--- config.mk ---
export PLATFORM = sky130hd
export DESIGN_NAME = prioritised_interrupt_controller
export DESIGN_NICKNAME = d
export VERILOG_FILES = /design/src/verilog/irq_ctrl_pkg.sv /design/src/verilog/pick_if.sv /design/src/verilog/ext_pin_detect.sv /design/src/verilog/priority_picker.sv /design/src/verilog/prioritised_interrupt_controller.sv
export VERILOG_INCLUDE_DIRS = /design/src /design/src/verilog
export SDC_FILE = /design/constraint.sdc
export NUM_CORES = 1
export LEC_CHECK = 0
export CORE_ASPECT_RATIO = 0.8
export CORE_MARGIN = 5
export CORE_UTILIZATION = 30
export CTS_CLUSTER_DIAMETER = 50
export DETAILED_ROUTE_END_ITERATION = 6
export DONT_BUFFER_PORTS = 1
export RECOVER_POWER = 25
export SLEW_MARGIN = 10
export SYNTH_ARGS = -nofsm -noshare
export SYNTH_HDL_FRONTEND = slang
export SYNTH_SLANG_ARGS = --single-unit
--- constraint.sdc ---
create_clock -name core_clk -period 3.7 [get_ports core_clk]
set_clock_uncertainty 0.15 [all_clocks]
set_input_delay 0.555 -clock core_clk [delete_from_list [all_inputs] [get_ports core_clk]]
set_output_delay 0.555 -clock core_clk [all_outputs]
set_load 0.02 [all_outputs]
--- src/verilog/irq_ctrl_map.svh ---
// constants of the prioritised interrupt controller: offsets, fields, vectors, timing
// assumes inclusion by bare name from the top module and the test bench
// How it works
// - external pins active low, level or edge
// - edge flag cleared when cpu vectors
// - level flag follows the pin directly
// - reset 0x0000, sources 0x0003 plus eight each
// - only externals, two timers, network auto-clear
// - per-source priority bit, low after reset
// - high preempts low, high never preempted
// - high level wins over low level
// - equal level: lowest index wins
// - per-source enable and priority bits
// - decode every clock, best response five cycles
// - one instruction after return before vectoring
// - worst response eighteen cycles without blocking
// - equal or lower waits past return plus one
// - global enable gates every request
// - flag still set after return re-enters
// - software-set flag requests like hardware, except external flags in level mode
`ifndef IRQ_CTRL_MAP_SVH
`define IRQ_CTRL_MAP_SVH

// register byte offsets
`define REG_CTRL 12'h000
`define REG_ENABLE 12'h004
`define REG_PRIORITY 12'h008
`define REG_PEND_SET 12'h00c
`define REG_PEND_CLR 12'h010
`define REG_STATE 12'h014
`define REG_IRQ_STATUS 12'h018
`define REG_IRQ_CLEAR 12'h01c
`define REG_IRQ_ENABLE 12'h020

// control fields
`define CTRL_GEN_BIT 0
`define CTRL_EDGE_A_BIT 1
`define CTRL_EDGE_B_BIT 2
`define CTRL_RESET 3'h0

// state fields
`define ST_ACT_LOW_BIT 0
`define ST_ACT_HIGH_BIT 1
`define ST_REQ_BIT 2
`define ST_HOLD_BIT 3
`define ST_IDX_LSB 8

// event bits
`define EVT_VECTOR_BIT 0
`define EVT_PREEMPT_BIT 1
`define EVT_W 2

// source indices and auto-clear set
`define SRC_EXT_A 0
`define SRC_EXT_B 2
`define AUTOCLR_MASK 32'h0008000f

// vectors
`define RESET_VECTOR 16'h0000
`define VEC_BASE 16'h0003
`define VEC_SHIFT 3

// response timing in cycles
`define DETECT_CYCLES 1
`define LCALL_CYCLES 4
`define BEST_RESPONSE 5
`define WORST_RESPONSE 18

`endif

--- src/verilog/irq_ctrl_pkg.sv ---
// types shared by the interrupt controller modules
// assumes the map header is on the include path
package irq_ctrl_pkg;
	typedef enum logic {LVL_LOW, LVL_HIGH} level_t;
	typedef logic [31:0] word_t;
endpackage : irq_ctrl_pkg

--- src/verilog/pick_if.sv ---
// request vector and winner between the top module and a priority picker
// assumes one clock domain; carries combinational values only
`timescale 1ns/1ps
`default_nettype none
interface pick_if #(parameter int N = 22, parameter int W = 5);
	logic [N-1:0] req;
	logic found;
	logic [W-1:0] idx;
	modport picker (input req, output found, output idx);
	modport user (output req, input found, input idx);
endinterface : pick_if
`default_nettype wire

--- src/verilog/ext_pin_detect.sv ---
// detector for one active-low external interrupt pin
// assumes the pin is already synchronous to core_clk
`timescale 1ns/1ps
`default_nettype none
module ext_pin_detect (
	// clock and reset
	input wire logic core_clk,
	input wire logic rst,
	// pin and mode
	input wire logic pin_n,
	input wire logic edge_sel,
	// results
	output logic fall_evt,
	output logic level_active
);
	logic prev_r;

	always_ff @(posedge core_clk or posedge rst) begin
		if (rst) begin
			prev_r <= 1'b1;
		end else begin
			prev_r <= pin_n;
		end
	end

	assign fall_evt = edge_sel & prev_r & ~pin_n;
	assign level_active = ~pin_n;
endmodule : ext_pin_detect
`default_nettype wire

--- src/verilog/priority_picker.sv ---
// fixed-order picker: lowest set index of the request vector wins
// assumes a combinational path inside one clock cycle
`timescale 1ns/1ps
`default_nettype none
module priority_picker #(parameter int N = 22, parameter int W = 5) (
	// request and winner
	pick_if.picker p
);
	generate
		if (N < 1 || W < $clog2(N)) begin : g_bad_param
			$error("W too narrow for N");
		end
	endgenerate

	always_comb begin
		p.found = 1'b0;
		p.idx = '0;
		for (int i = N - 1; i >= 0; i--) begin
			if (p.req[i]) begin
				p.found = 1'b1;
				p.idx = W'(i);
			end
		end
	end
endmodule : priority_picker
`default_nettype wire

--- src/verilog/prioritised_interrupt_controller.sv ---
// two-level interrupt controller with pending flags, apb registers and vector request
// assumes an apb master, a cpu sequencer giving completion pulses, synchronous pins
//
// The register addresses and the APB interface to the registers were left to the implementer.
`include "irq_ctrl_map.svh"
`timescale 1ns/1ps
`default_nettype none
module prioritised_interrupt_controller #(
	parameter int NUM_SRC = 22,
	parameter int ADDR_W = 12
) (
	// clock and reset
	input wire logic core_clk,
	input wire logic rst,
	// apb slave
	input wire logic psel,
	input wire logic penable,
	input wire logic pwrite,
	input wire logic [ADDR_W-1:0] paddr,
	input wire logic [31:0] pwdata,
	output logic [31:0] prdata,
	output logic pready,
	output logic pslverr,
	// external interrupt pins
	input wire logic ext_irq_pin_a_n,
	input wire logic ext_irq_pin_b_n,
	// peripheral flag set pulses
	input wire logic [NUM_SRC-1:0] src_event,
	// cpu sequencer
	input wire logic instr_done,
	input wire logic reti_done,
	input wire logic vec_ack,
	output logic vec_req,
	output logic [15:0] vec_addr,
	output logic [$clog2(NUM_SRC)-1:0] vec_index,
	output logic vec_level,
	// flag views
	output logic [NUM_SRC-1:0] pending_flags,
	output logic [NUM_SRC-1:0] auto_clear,
	// interrupt
	output logic irq
);
	localparam int IDX_W = $clog2(NUM_SRC);
	localparam logic [31:0] AUTOCLR_ALL = `AUTOCLR_MASK;
	localparam logic [NUM_SRC-1:0] AUTOCLR = AUTOCLR_ALL[NUM_SRC-1:0];

	generate
		if (NUM_SRC < 20 || NUM_SRC > 32 || ADDR_W < 12) begin : g_bad_param
			$error("NUM_SRC must be 20..32 and ADDR_W at least 12");
		end
	endgenerate

	// registers
	logic gen_r;
	logic edge_a_r;
	logic edge_b_r;
	logic [NUM_SRC-1:0] enable_r;
	logic [NUM_SRC-1:0] prio_r;
	logic [NUM_SRC-1:0] pend_r;
	logic [NUM_SRC-1:0] pend_nxt;
	logic [NUM_SRC-1:0] autoclr_r;
	logic act_low_r;
	logic act_high_r;
	logic hold_r;
	logic vec_req_r;
	logic [IDX_W-1:0] vec_idx_r;
	irq_ctrl_pkg::level_t vec_lvl_r;
	logic [15:0] vec_addr_r;
	logic [`EVT_W-1:0] irq_stat_r;
	logic [`EVT_W-1:0] irq_en_r;
	logic irq_r;
	irq_ctrl_pkg::word_t prdata_r;
	logic pready_r;
	logic pslverr_r;

	// apb decode
	logic setup_phase;
	logic wr_fire;
	logic addr_ok;
	logic [11:0] addr;
	irq_ctrl_pkg::word_t rd_data;

	assign addr = paddr[11:0];
	assign setup_phase = psel & ~penable;
	assign wr_fire = psel & penable & pready_r & pwrite;

	always_comb begin
		rd_data = '0;
		addr_ok = 1'b1;
		case (addr)
			`REG_CTRL: begin
				rd_data[`CTRL_GEN_BIT] = gen_r;
				rd_data[`CTRL_EDGE_A_BIT] = edge_a_r;
				rd_data[`CTRL_EDGE_B_BIT] = edge_b_r;
			end
			`REG_ENABLE: begin
				rd_data[NUM_SRC-1:0] = enable_r;
			end
			`REG_PRIORITY: begin
				rd_data[NUM_SRC-1:0] = prio_r;
			end
			`REG_PEND_SET: begin
				rd_data[NUM_SRC-1:0] = pend_r;
			end
			`REG_PEND_CLR: begin
				rd_data = '0;
			end
			`REG_STATE: begin
				rd_data[`ST_ACT_LOW_BIT] = act_low_r;
				rd_data[`ST_ACT_HIGH_BIT] = act_high_r;
				rd_data[`ST_REQ_BIT] = vec_req_r;
				rd_data[`ST_HOLD_BIT] = hold_r;
				rd_data[`ST_IDX_LSB +: IDX_W] = vec_idx_r;
			end
			`REG_IRQ_STATUS: begin
				rd_data[`EVT_W-1:0] = irq_stat_r;
			end
			`REG_IRQ_CLEAR: begin
				rd_data = '0;
			end
			`REG_IRQ_ENABLE: begin
				rd_data[`EVT_W-1:0] = irq_en_r;
			end
			default: begin
				addr_ok = 1'b0;
			end
		endcase
	end

	// answer one cycle after setup
	always_ff @(posedge core_clk or posedge rst) begin
		if (rst) begin
			pready_r <= 1'b0;
			pslverr_r <= 1'b0;
			prdata_r <= '0;
		end else begin
			pready_r <= setup_phase & ~pready_r;
			if (setup_phase) begin
				pslverr_r <= ~addr_ok;
				prdata_r <= pwrite ? '0 : rd_data;
			end
		end
	end

	// software-written register strobes
	logic wr_ctrl;
	logic wr_en;
	logic wr_prio;
	logic [NUM_SRC-1:0] sw_set;
	logic [NUM_SRC-1:0] sw_clr;
	logic [`EVT_W-1:0] evt_clr;

	assign wr_ctrl = wr_fire & (addr == `REG_CTRL);
	assign wr_en = wr_fire & (addr == `REG_ENABLE);
	assign wr_prio = wr_fire & (addr == `REG_PRIORITY);
	assign sw_set = (wr_fire & (addr == `REG_PEND_SET)) ? pwdata[NUM_SRC-1:0] : '0;
	assign sw_clr = (wr_fire & (addr == `REG_PEND_CLR)) ? pwdata[NUM_SRC-1:0] : '0;
	assign evt_clr = (wr_fire & (addr == `REG_IRQ_CLEAR)) ? pwdata[`EVT_W-1:0] : '0;

	always_ff @(posedge core_clk or posedge rst) begin
		if (rst) begin
			{edge_b_r, edge_a_r, gen_r} <= `CTRL_RESET;
		end else if (wr_ctrl) begin
			gen_r <= pwdata[`CTRL_GEN_BIT];
			edge_a_r <= pwdata[`CTRL_EDGE_A_BIT];
			edge_b_r <= pwdata[`CTRL_EDGE_B_BIT];
		end
	end

	always_ff @(posedge core_clk or posedge rst) begin
		if (rst) begin
			enable_r <= '0;
		end else if (wr_en) begin
			enable_r <= pwdata[NUM_SRC-1:0];
		end
	end

	always_ff @(posedge core_clk or posedge rst) begin
		if (rst) begin
			prio_r <= '0;
		end else if (wr_prio) begin
			prio_r <= pwdata[NUM_SRC-1:0];
		end
	end

	// external pins
	logic fall_a;
	logic fall_b;
	logic lvl_a;
	logic lvl_b;

	ext_pin_detect u_ext_a (
		.core_clk(core_clk),
		.rst(rst),
		.pin_n(ext_irq_pin_a_n),
		.edge_sel(edge_a_r),
		.fall_evt(fall_a),
		.level_active(lvl_a)
	);

	ext_pin_detect u_ext_b (
		.core_clk(core_clk),
		.rst(rst),
		.pin_n(ext_irq_pin_b_n),
		.edge_sel(edge_b_r),
		.fall_evt(fall_b),
		.level_active(lvl_b)
	);

	// vector acceptance
	logic take;
	logic [NUM_SRC-1:0] take_onehot;

	assign take = vec_ack & vec_req_r;
	assign take_onehot = take ? (NUM_SRC'(1) << vec_idx_r) : '0;

	// pending flags: set wins over clear
	always_comb begin
		logic [NUM_SRC-1:0] hw_set;
		logic [NUM_SRC-1:0] clr;
		hw_set = '0;
		clr = '0;
		hw_set = src_event | sw_set;
		hw_set[`SRC_EXT_A] = fall_a | sw_set[`SRC_EXT_A];
		hw_set[`SRC_EXT_B] = fall_b | sw_set[`SRC_EXT_B];
		clr = sw_clr | (take_onehot & AUTOCLR);
		pend_nxt = hw_set | (pend_r & ~clr);
		if (!edge_a_r) begin
			pend_nxt[`SRC_EXT_A] = lvl_a;
		end
		if (!edge_b_r) begin
			pend_nxt[`SRC_EXT_B] = lvl_b;
		end
	end

	always_ff @(posedge core_clk or posedge rst) begin
		if (rst) begin
			pend_r <= '0;
		end else begin
			pend_r <= pend_nxt;
		end
	end

	always_ff @(posedge core_clk or posedge rst) begin
		if (rst) begin
			autoclr_r <= '0;
		end else begin
			autoclr_r <= take_onehot & AUTOCLR;
		end
	end

	// arbitration
	pick_if #(.N(NUM_SRC), .W(IDX_W)) hi_p ();
	pick_if #(.N(NUM_SRC), .W(IDX_W)) lo_p ();
	logic [NUM_SRC-1:0] eligible;

	assign eligible = pend_r & enable_r & {NUM_SRC{gen_r}};
	assign hi_p.req = eligible & prio_r;
	assign lo_p.req = eligible & ~prio_r;

	priority_picker #(.N(NUM_SRC), .W(IDX_W)) u_pick_hi (
		.p(hi_p.picker)
	);

	priority_picker #(.N(NUM_SRC), .W(IDX_W)) u_pick_lo (
		.p(lo_p.picker)
	);

	logic cand;
	logic [IDX_W-1:0] cand_idx;
	irq_ctrl_pkg::level_t cand_lvl;
	logic blocked;

	assign blocked = hold_r | reti_done;

	always_comb begin
		cand = 1'b0;
		cand_idx = '0;
		cand_lvl = irq_ctrl_pkg::LVL_LOW;
		if (hi_p.found && !act_high_r) begin
			cand = 1'b1;
			cand_idx = hi_p.idx;
			cand_lvl = irq_ctrl_pkg::LVL_HIGH;
		end else if (lo_p.found && !act_high_r && !act_low_r) begin
			cand = 1'b1;
			cand_idx = lo_p.idx;
			cand_lvl = irq_ctrl_pkg::LVL_LOW;
		end
	end

	always_ff @(posedge core_clk or posedge rst) begin
		if (rst) begin
			hold_r <= 1'b0;
		end else if (reti_done) begin
			hold_r <= 1'b1;
		end else if (instr_done) begin
			hold_r <= 1'b0;
		end
	end

	always_ff @(posedge core_clk or posedge rst) begin
		if (rst) begin
			vec_req_r <= 1'b0;
			vec_idx_r <= '0;
			vec_lvl_r <= irq_ctrl_pkg::LVL_LOW;
		end else begin
			vec_req_r <= cand & ~blocked & ~take;
			if (cand) begin
				vec_idx_r <= cand_idx;
				vec_lvl_r <= cand_lvl;
			end
		end
	end

	always_ff @(posedge core_clk or posedge rst) begin
		if (rst) begin
			vec_addr_r <= `RESET_VECTOR;
		end else if (cand) begin
			vec_addr_r <= `VEC_BASE + (16'(cand_idx) << `VEC_SHIFT);
		end
	end

	always_ff @(posedge core_clk or posedge rst) begin
		if (rst) begin
			act_low_r <= 1'b0;
			act_high_r <= 1'b0;
		end else begin
			if (reti_done) begin
				if (act_high_r) begin
					act_high_r <= 1'b0;
				end else begin
					act_low_r <= 1'b0;
				end
			end
			if (take && vec_lvl_r == irq_ctrl_pkg::LVL_HIGH) begin
				act_high_r <= 1'b1;
			end
			if (take && vec_lvl_r == irq_ctrl_pkg::LVL_LOW) begin
				act_low_r <= 1'b1;
			end
		end
	end

	// status events, set wins over clear
	logic [`EVT_W-1:0] evt;

	always_comb begin
		evt = '0;
		evt[`EVT_VECTOR_BIT] = take;
		evt[`EVT_PREEMPT_BIT] = take & act_low_r & (vec_lvl_r == irq_ctrl_pkg::LVL_HIGH);
	end

	always_ff @(posedge core_clk or posedge rst) begin
		if (rst) begin
			irq_stat_r <= '0;
		end else begin
			irq_stat_r <= evt | (irq_stat_r & ~evt_clr);
		end
	end

	always_ff @(posedge core_clk or posedge rst) begin
		if (rst) begin
			irq_en_r <= '0;
		end else if (wr_fire && addr == `REG_IRQ_ENABLE) begin
			irq_en_r <= pwdata[`EVT_W-1:0];
		end
	end

	always_ff @(posedge core_clk or posedge rst) begin
		if (rst) begin
			irq_r <= 1'b0;
		end else begin
			irq_r <= |(irq_stat_r & irq_en_r);
		end
	end

	// outputs
	assign prdata = prdata_r;
	assign pready = pready_r;
	assign pslverr = pslverr_r;
	assign vec_req = vec_req_r;
	assign vec_addr = vec_addr_r;
	assign vec_index = vec_idx_r;
	assign vec_level = vec_lvl_r;
	assign pending_flags = pend_r;
	assign auto_clear = autoclr_r;
	assign irq = irq_r;
endmodule : prioritised_interrupt_controller
`default_nettype wire

==> results of run 1 <==
==> Yosys cell counts, drive strengths merged (4+ instances only) <==
cell type / number
nand4b: 9
buf: 53
o21ai: 28
a21oi: 14
inv: 13
mux2: 49
nand4: 23
a22o: 5
clkbuf: 16
a211o: 5
and3: 4
a21o: 5
nor4: 7
and4b: 17
nand2: 61
nor3: 9
nor2: 22
a221o: 21
and4: 7
dfrtp: 114
a22oi: 7
nand2b: 7
nor4b: 4
a211oi: 10
nand3: 7
and2: 4
a222oi: 18
==> power by group through the flow <==
stage                     Combinational [mW]  Sequential, mW  Clock (mW)
final                                 0.0810            1.29        1.66
after detailed placement              0.0819            1.31           0
after CTS                             0.0837            1.28        1.70
after global placement                0.0814            1.31           0
after floorplan                       0.0974            1.31           0
after global routing                  0.0920            1.29        1.76
==> kinds of logic after synthesis <==
family                 synth area share (%)
AOI/OAI and AO/OA                      17.9
buffers and inverters                  7.88
DFF                                    46.5
muxes                                  8.84
other                                0.0601
and+or+nand+nor                        18.8
==> worst reg2reg max path, cell delays in order (launching register included) <==
cell and delay (ps):
dfrtp_1 400, buf_12 200, and4b_1 250, nor4_2 360, nand2_1 180, o41a_1 500
and3b_1 250, a221o_1 320
==> path summary, 6_finish.rpt <==
kind | to | slack, ps
worst max-delay path | vec_index[1] | 980
worst min-delay path | vec_req | 50
worst max register to register | vec_index[1] | 980
worst min register to register | vec_req | 360
max in group asynchronous | enable_r[13] | 1960
min in group asynchronous | pready | 360
==> final cells by class <==
cell class | count | area, um^2
multi-input cells | 425 | 2980
fillers | 2097 | 13600
clock buffers | 17 | 425
clock inverters | 15 | 174
flip-flops and latches | 116 | 2910
inverters | 13 | 50.0
repair buffers | 20 | 159
well taps | 269 | 337
==> layer usage <==
| layer | part of all wire [%] | vias up | wire length, um |
|---|---|---|---|
| li1 | - | 2230 | - |
| met1 | 48 | 2448 | 9260 |
| met2 | 43 | 206 | 8210 |
| met3 | 8.8 | 8 | 1690 |
| met4 | 0.63 | 0 | 122 |
| met5 | 0 | - | 0 |
==> registers in the layout (all words and copies together) (netlist names), 2 cells and up <==
register,count
auto_clear,5
enable_r,22
irq_en_r,2
irq_stat_r,2
pending_flags,22
prdata,22
prio_r,22
vec_index,5
==> per-stage QoR <==
stage | util (%) | area, um^2
2_1_floorplan | - | 6380
3_3_place_gp | 31.2 | 6420
3_5_place_dp | 31.2 | 6420
4_1_cts | 34.2 | 7040
5_1_grt | 34.2 | 7030
6_report | 34.2 | 7030
==> key figures, run 1 <==
Run status
  – Status: finished, violations left
  – Violated checks: max-capacitance violations, max-slew violations

Power
  – Sw Ratio: 24.2%
  – Power Density: 431 mW/mm^2
  – Sequential share of power: 42.4%
  – P_leak: 3.06 nW
  – Sw power: 0.734 mW
  – Pwr Total: 3.03 mW
  – Clock power share: 54.9%
  – Comb power frac: 2.7%
  – Max VDD drop: 290 uV
  – Cell Int Power: 2.29 mW

Placement
  – Dpl hpwl: 14100 um
  – Number of buffers added on ports: 0
  – DP Worst Slack: 813 ps
  – Placed cells: 841
  – Final Wtd Congestion: 0.858

Timing
  – Final period util: 73.6%
  – Unrepaired setup endpoints after global routing: no
  – Period minus WS final: 2720 ps
  – Worst-margin pin slew: 1620 ps
  – Fmax: 0.367 GHz
  – Final hold viol count: 0
  – Fin. max-slew vios: 95
  – WHS: 51.6 ps
  – # setup viols final: 0
  – Sum Neg Setup Slack: 0 ps
  – Worst Slack Setup Final: 976 ps
  – Slew headroom: -7.97%

Drt
  – Final ANT Viol Nets: 0
  – Routed WL: 19300 um
  – Via count: 4892
  – Drt pass-1 iters: 7
  – Routed vias/inst: 5.59
  – Remaining DRCs: 0
  – Iteration-0 DRC Markers: 479
  – WL/cell: 22.0 um

Final layout
  – Fin nets: 669
  – Commonest cells after routing, fill and taps aside: dfrtp_1, nand2_1, mux2_2
  – Final std cells w/o fill: 875
  – Area growth syn-to-layout: 12.6%
  – Commonest non-fill, non-tap cell in the layout: dfrtp_1
  – ANT cells: 0
  – Share of cells above drive strength 1: 18.3%

Synth
  – Synth top area share: 45.7%
  – Yosys reg bits: 116
  – Asr flop ratio synth: 100%
  – Seq/Total Area, Yosys: 46.5%
  – Largest cells by area after synthesis: dfrtp_1, mux2_2, buf_4
  – Library cells used by synthesis: 64
  – Syn Inst Count: 588
  – Number of synthesized flops with an enable pin: 0
  – Primary FF master, synth: dfrtp_1
  – Mapped cell area: 0.00624 mm^2
  – Warnings, synthesis: 0
  – Mean Syn Cell Area: 10.6 um^2
  – Area leader, netlist: dfrtp_1

Setup path
  – Crit path largest cell delay: 500 ps
  – Worst path depth: 7
  – Setup crit start kind: flop
  – Setup crit start: gen_r
  – Crit. End Element: flop
  – CP required: 3850 ps
  – Buf+Inv Stages, Crit Path: 1
  – Origin of the critical flop-to-flop path: gen_r
  – Crit path cell chain: buf_12 -> and4b_1 -> nor4_2 -> nand2_1 -> o41a_1 -> and3b_1 -> a221o_1
  – Depth of the worst register-to-register path: 7
  – CP max stage cell: o41a_1
  – WS Path Type: reg -> reg
  – CP arrival: 2880 ps
  – CP delay by family, top: simple AND/OR/NAND/NOR gates
  – Max FO, Critical Path: 54

Clock tree
  – Sink Count: 116
  – Clock Latency Late Sink: 420 ps
  – Cts hold-fix bufs: 2
  – Depth of the CTS H-tree: 4
  – Reg clk slew, reported paths: 60 ps
  – CTS tree: built
  – Post-CTS Setup Bufs: 0
  – Post-CTS Resized: 0
  – Inserted Clock Buffers: 17
  – Root Driver: clkbuf_16
  – Clock buffer depth: 2

Global route
  – Initial antenna violation count: 0
  – Pin count of the biggest net entering global routing: 64
  – Met1 global-route usage: 24.4%
  – Congestion Overflow GR: 0
  – GRT Overall Usage: 16.2%
  – Global routing usage on met3: 5.47%
  – Vias in the first global route: 4716
  – Wire length of the first global-routing pass: 29400 um
  – M2 GR Usage: 22.3%
  – Busiest grt layer: met1

Worst hold path
  – Hold_sp: reti_done
  – Worst hold path depth: 1
  – Worst hold path type: in -> reg

Floorplan
  – I/O pin count: 178
  – Starting density of the core: 30.3%
  – Core area: 0.0206 mm^2
  – Die width: 171 um
  – Site row count: 47
  – Die area: 0.0238 mm^2
  – Vert. Die Dim: 139 um

Flow run
  – Max Cap Viol: 2
(Power assumes the default switching activity.)
==> run 2: changes to the inputs <==
--- a/config.mk
+++ b/config.mk
@@ -6,6 +6,7 @@
 export SDC_FILE = /design/constraint.sdc
 export NUM_CORES = 1
 export LEC_CHECK = 0
+export ABC_AREA = 1
 export CORE_ASPECT_RATIO = 0.8
 export CORE_MARGIN = 5
 export CORE_UTILIZATION = 30
==> constraint.sdc (replaced) <==
create_clock -name core_clk -period 2.7 [get_ports core_clk]
set_clock_uncertainty 0.15 [all_clocks]
set_input_delay 0.405 -clock core_clk [delete_from_list [all_inputs] [get_ports core_clk]]
set_output_delay 0.405 -clock core_clk [all_outputs]
set_load 0.02 [all_outputs]
==> key figures, run 2 <==
Setup path
  – Capturing point of the worst reg2reg path: pending_flags[1]
  – Crit-path most repeated cell: nor2_1
  – CP delay by family, top: simple AND/OR/NAND/NOR gates
  – Worst path depth: 7 (unchanged)
  – Crit path cell chain: nand2_1 -> nor2_1 -> nand2_1 -> nor2_1 -> nor2_1 -> a221o_1 -> dlygate4sd3_1
  – R2R Setup Slk: 230 ps (-750 ps)
  – WS Path Type: reg -> reg
  – Setup crit start kind: flop
  – Crit path largest cell delay: 550 ps (+50 ps)
  – Depth of the worst register-to-register path: 7 (unchanged)
  – CP max stage cell: dlygate4sd3_1
  – Buf+Inv Stages, Crit Path: 1 (unchanged)
  – Max FO, Critical Path: 5 (-91%)
  – Origin of the critical flop-to-flop path: vec_req
  – Crit. End Element: flop
  – CP required: 2860 ps (-990 ps)
  – CP arrival: 2630 ps (-250 ps)

Final layout
  – Final instance area: 0.00790 mm^2 (+12%)
  – Fin nets: 969 (+45%)
  – Area growth syn-to-layout: 22.8%
  – ANT cells: 0 (unchanged)
  – Share of cells above drive strength 1: 11.9% (-6.4 points)
  – Commonest cells after routing, fill and taps aside: nand2_1, dfrtp_1, inv_1
  – Commonest non-fill, non-tap cell in the layout: nand2_1
  – Final core utilization: 37.8% (+3.7 points)

Global route
  – Initial antenna violation count: 0 (unchanged)
  – Congestion Overflow GR: 0 (unchanged)
  – Wire length of the first global-routing pass: 33000 um (+12%)
  – Pin count of the biggest net entering global routing: 45 (-30%)
  – GRT Overall Usage: 17.4% (+1.2 points)
  – Vias in the first global route: 5658 (+20%)

Synth
  – Warnings, synthesis: 0 (unchanged)
  – Post-Synth Simple-Gate Area: 25.9% (+7.0 points)
  – Largest cells by area after synthesis: dfrtp_1, nand2_1, o21ai_0
  – Primary FF master, synth: dfrtp_1
  – Area leader, netlist: dfrtp_1
  – Yosys reg bits: 116 (unchanged)
  – XOR/XNOR Fraction of Synth Area: 0% (unchanged)
  – Count leader, synth: nand2_1
  – Mapped cell area: 0.00643 mm^2 (+3.0%)
  – Main combinational cell family by area after synthesis: simple AND/OR/NAND/NOR gates
  – Mean Syn Cell Area: 7.81 um^2 (-26%)
  – Synth top area share: 44.4% (-1.3 points)
  – Share of the synthesized area in compound gates (AO/OA/AOI/OAI): 15.4% (-2.4 points)
  – Post-Synth Adder-Cell Area: 0% (unchanged)
  – Synth cell count leaders: nand2_1, dfrtp_1, inv_1, o21ai_0, nor2_1
  – Library cells used by synthesis: 48 (-25%)
  – Seq/Total Area, Yosys: 45.2% (-1.3 points)
  – Asr flop ratio synth: 100% (unchanged)
  – Number of synthesized flops with an enable pin: 0 (unchanged)
  – Multiplexer share of the synthesized area: 0% (-8.8 points)
  – Syn Inst Count: 823 (+40%)

Floorplan
  – Starting density of the core: 30.8% (+0.47 points)
  – Site row count: 47 (unchanged)
  – Die width: 174 um (+1.4%)
  – Die area: 0.0245 mm^2 (+2.8%)
  – I/O pin count: 178 (unchanged)
  – Core area: 0.0209 mm^2 (+1.4%)
  – Vert. Die Dim: 141 um (+1.4%)

Clock tree
  – Reg clk slew, reported paths: 60 ps (about the same)
  – CTS tree: built
  – Clock Latency Late Sink: 420 ps (about the same)
  – Root Driver: clkbuf_16
  – Inserted Clock Buffers: 17 (unchanged)
  – Sink Count: 116 (unchanged)
  – Post-CTS Setup Bufs: 0 (unchanged)
  – Depth of the CTS H-tree: 4 (unchanged)
  – Clock buffer depth: 2 (unchanged)

Worst hold path
  – Hold_sp: pwdata[11]
  – Worst hold path depth: 2 (+1)
  – Worst hold path type: in -> reg
  – Hold EP: prio_r[11]

Timing
  – Period minus WS final: 2470 ps (-253 ps)
  – # setup viols final: 0 (unchanged)
  – Fmax: 0.405 GHz (+10%)
  – Slew headroom: 14.7% (+23 points)
  – Unrepaired setup endpoints after global routing: no
  – Fin. max-slew vios: 0 (-100%)
  – Sum Neg Setup Slack: 0 ps (unchanged)
  – WHS: 5.31 ps (-46.3 ps)
  – Worst Slack Setup Final: 229 ps (-747 ps)
  – Final hold viol count: 0 (unchanged)
  – Final period util: 91.5% (+18 points)
  – Worst-margin pin slew: 1270 ps (-347 ps)

Drt
  – Via count: 5735 (+17%)
  – Routed WL: 20800 um (+8.1%)
  – Drt pass-1 iters: 5 (-2)
  – Routed vias/inst: 4.88 (-13%)
  – Iteration-0 DRC Markers: 431 (-10%)
  – WL/cell: 17.7 um (-19%)
  – Remaining DRCs: 0 (unchanged)
  – Final ANT Viol Nets: 0 (unchanged)

Run status
  – Status: finished, final reports clean

Power
  – Max VDD drop: 314 uV (+8.3%)
  – Power Density: 584 mW/mm^2 (+36%)
  – P_leak: 3.57 nW (+17%)

Placement
  – Placed instance area: 0.00676 mm^2 (+5.3%)
  – Dpl hpwl: 15500 um (+9.8%)
  – Number of buffers added on ports: 0 (unchanged)
  – Final Wtd Congestion: 0.897 (+4.5%)
  – DP Worst Slack: 152 ps (-662 ps)

Flow run
  – Max Cap Viol: 0 (-2)
[run 2: cell count changes after synthesis, sizes merged, moves of 18 or more]
cell    before  now
nand2       61  218
nor2        22   83
nand3        7   43
o21ai       28   90
a222oi      18    0
inv         13  108
mux2        49    0
[run 2: stage by stage]
| step | total power, mW | instances |
|---|---|---|
| 3_3_place_gp | 1.94 | 1097 |
| 5_1_grt | 4.77 | 1175 |
| 4_1_cts | 4.66 | 1175 |
| 6_report | 4.61 | 1175 |
| 2_1_floorplan | 1.93 | 858 |
| 3_5_place_dp | 1.94 | 1097 |
[run 2: worst max-delay path by stage]
stage | end | startpoint
after floorplan | vec_addr[1] | gen_r
after global placement | pending_flags[20] | paddr[9]
after detailed placement | pending_flags[12] | paddr[9]
after CTS | pending_flags[3] | pready
after global routing | vec_index[4] | gen_r
final | pending_flags[1] | vec_req
[run 2: logic make-up after synthesis]
logic type             count (synthesis)
buffers and inverters                176
flip-flops                           116
AND/OR/NAND/NOR                      379
AO/OA/AOI/OAI                        151
other                                  1
[run 2: power by group]
part	total, mW	leakage [nW]	switching, mW	internal (mW)
clock	2.65	0.328	0.850	1.80
sequential	1.76	1.50	0.00989	1.75
combinational	0.200	1.74	0.138	0.0626
total	4.61	3.57	0.998	3.61
[run 2: repair_timing]
item / CTS / global route
endpoints found under the setup margin: 0 / 6
gates resized for setup: 0 / 2
hold endpoints to repair: 68 / 0
hold buffers: 46 / 0
[run 2: cell type report]
| cell class | count | area, um^2 |
|---|---|---|
| fillers | 2098 | 13000 |
| flip-flops and latches | 116 | 2910 |
| multi-input cells | 566 | 2800 |
| repair buffers | 82 | 746 |
| clock buffers | 20 | 467 |
| inverters | 110 | 415 |
| well taps | 269 | 337 |
| clock inverters | 12 | 225 |
[run 2: metal layers]
metal	GRT usage (%)	wire, um	vias to the layer above
li1	-	-	2784
met1	24.1	9620	2723
met2	26.5	9300	207
met3	5.84	1700	21
met4	4.29	216	0
met5	0	0	-
==> run 3: changes to the inputs <==
--- a/config.mk
+++ b/config.mk
@@ -9,7 +9,7 @@
 export ABC_AREA = 1
 export CORE_ASPECT_RATIO = 0.8
 export CORE_MARGIN = 5
-export CORE_UTILIZATION = 30
+export CORE_UTILIZATION = 46
 export CTS_CLUSTER_DIAMETER = 50
 export DETAILED_ROUTE_END_ITERATION = 6
 export DONT_BUFFER_PORTS = 1
==> key figures, run 3 (same netlist as run 2, synthesis figures left out) <==
Global route
  – Met1 global-route usage: 31.5% (+7.4 points)
  – Initial antenna violation count: 0 (unchanged)
  – GRT Overall Usage: 24.1% (+6.7 points)
  – M2 GR Usage: 39.1% (+13 points)
  – Wire length of the first global-routing pass: 30800 um (-6.9%)
  – Busiest grt layer: met2
  – Pin count of the biggest net entering global routing: 117 (+160%)
  – Vias in the first global route: 5880 (+3.9%)
  – Global routing usage on met3: 6.85% (+1.0 points)
  – Congestion Overflow GR: 0 (unchanged)

Placement
  – Number of buffers added on ports: 0 (unchanged)
  – Dpl hpwl: 13700 um (-12%)
  – Placed instance area: 0.00653 mm^2 (-3.4%)
  – Final Wtd Congestion: 0.887 (-1.1%)
  – Placed cells: 996 (-9.2%)

Clock tree
  – Sink Count: 116 (unchanged)
  – Reg clk slew, reported paths: 60 ps (about the same)
  – Clock buffer depth: 2 (unchanged)
  – Inserted Clock Buffers: 17 (unchanged)
  – Post-CTS Setup Bufs: 0 (unchanged)
  – Clock Latency Late Sink: 420 ps (about the same)
  – Root Driver: clkbuf_16
  – CTS tree: built
  – Depth of the CTS H-tree: 4 (unchanged)

Final layout
  – Area growth syn-to-layout: 20.2%
  – Final core utilization: 56.6% (+19 points)
  – ANT cells: 0 (unchanged)
  – Fin nets: 970 (+0.10%)
  – Commonest cells after routing, fill and taps aside: nand2_1, dfrtp_1, inv_1
  – Final instance area: 0.00773 mm^2 (-2.1%)
  – Share of cells above drive strength 1: 10.3% (-1.7 points)
  – Commonest non-fill, non-tap cell in the layout: nand2_1
  – Final std cells w/o fill: 1087 (-7.5%)

Timing
  – Worst-margin pin slew: 1400 ps (+123 ps)
  – Fmax: 0.403 GHz (-0.44%)
  – Slew headroom: 7.00% (-7.7 points)
  – Final hold viol count: 0 (unchanged)
  – # setup viols final: 0 (unchanged)
  – Period minus WS final: 2480 ps (+11.0 ps)
  – Unrepaired setup endpoints after global routing: no
  – Sum Neg Setup Slack: 0 ps (unchanged)
  – Final period util: 91.9% (+0.41 points)
  – Fin. max-slew vios: 0 (unchanged)

Power
  – P_leak: 3.49 nW (-2.1%)
  – Power Density: 557 mW/mm^2 (-4.7%)
  – Clock power share: 54.8% (-2.7 points)
  – Sw Ratio: 21.9% (+0.27 points)
  – Max VDD drop: 439 uV (+40%)
  – Comb power frac: 4.4% (about the same)
  – Sw power: 0.943 mW (-5.5%)
  – Cell Int Power: 3.36 mW (-7.0%)
  – Pwr Total: 4.30 mW (-6.7%)
  – Sequential share of power: 40.9% (+2.8 points)

Drt
  – Remaining DRCs: 0 (unchanged)
  – Via count: 5829 (+1.6%)
  – Final ANT Viol Nets: 0 (unchanged)
  – Routed vias/inst: 5.36 (+9.9%)
  – Routed WL: 19200 um (-7.7%)
  – Drt pass-1 iters: 5 (unchanged)
  – Iteration-0 DRC Markers: 469 (+8.8%)
  – WL/cell: 17.7 um (-0.27%)

Setup path
  – Crit. End Element: flop
  – Crit-path most repeated cell: nor2_1
  – Capturing point of the worst reg2reg path: vec_index[2]
  – R2R Setup Slk: 220 ps (about the same)
  – Origin of the critical flop-to-flop path: gen_r
  – Buf+Inv Stages, Crit Path: 3 (+2)
  – Depth of the worst register-to-register path: 13 (+6)
  – Max FO, Critical Path: 16 (+11)
  – CP arrival: 2680 ps (+50 ps)
  – CP max stage cell: dfrtp_1
  – Setup crit start kind: flop
  – CP delay by family, top: simple AND/OR/NAND/NOR gates
  – Crit path cell chain: buf_4 -> nand3_2 -> nor2_1 -> nor2_1 -> nand2_1 -> nor2_1 -> a311oi_2 -> inv_2 -> nor2_4 -> inv_2 -> nor2_1 -> o21ai_1 -> o211ai_2
  – CP required: 2890 ps (+30 ps)
  – WS Path Type: reg -> reg
  – Crit path largest cell delay: 520 ps (-30 ps)

Floorplan
  – Die area: 0.0165 mm^2 (-33%)
  – Vert. Die Dim: 116 um (-18%)
  – Die width: 142 um (-18%)
  – I/O pin count: 178 (unchanged)
  – Starting density of the core: 47.1% (+16 points)
  – Site row count: 38 (-19%)
  – Core area: 0.0136 mm^2 (-35%)

Run status
  – Status: finished, final reports clean

Worst hold path
  – Worst hold path depth: 2 (unchanged)
  – Worst hold path type: in -> reg
  – Hold EP: prio_r[16]
  – Hold_sp: pwdata[16]

Flow run
  – Max Cap Viol: 0 (unchanged)
==> run 3: repair_timing <==
item,in CTS,in global routing
hold buffers,58,1
hold endpoints to repair,159,1
setup endpoints to repair,0,1
gates resized for setup,0,1
==> run 3: worst max-delay path by stage <==
stage,startpoint,endpoint,slack (ps),cells after the start
2_1_floorplan,gen_r,vec_addr[1],630,12
3_3_place_gp,paddr[7],prdata[6],250,13
3_5_place_dp,paddr[7],prdata[7],230,13
4_1_cts,vec_req,pending_flags[1],160,7
5_1_grt,gen_r,vec_index[0],10,14
6_report,gen_r,vec_index[2],220,13
==> run 3: layer usage <==
layer / share of wire, % / wire (um)
met5: 0 / 0
met2: 47 / 9020
met1: 43 / 8350
met4: 1.4 / 265
met3: 8.3 / 1590
==> run 3: power groups by stage <==
stage | Clock (mW) | Sequential [mW] | Combinational [mW]
after global placement | 0 | 1.79 | 0.138
after CTS | 2.38 | 1.76 | 0.189
after detailed placement | 0 | 1.79 | 0.141
final | 2.36 | 1.76 | 0.189
after global routing | 2.46 | 1.76 | 0.211
after floorplan | 0 | 1.79 | 0.146
==> run 3: final cells by class <==
| cell class | instances | area (um^2) |
|---|---|---|
| clock buffers | 21 | 450 |
| well taps | 180 | 225 |
| clock inverters | 11 | 158 |
| multi-input cells | 566 | 2790 |
| repair buffers | 83 | 779 |
| fillers | 1267 | 5920 |
| inverters | 110 | 415 |
| flip-flops and latches | 116 | 2910 |
==> run 3: worst reg2reg max path: cells and delay by family (launching register included) <==
kind / cells / cell delay, ps
compound gates: 3 / 450
buf+inv: 3 / 480
flops: 1 / 520
simple gates: 7 / 820
==> run 3: per-stage QoR <==
step | hold WS (ps) | worst slack (ps)
after detailed placement | 260 | 227
after global routing | 12.1 | 12.3
after CTS | 0.0853 | 163
final | 12.3 | 218
after floorplan | 259 | 634
after global placement | 260 | 246
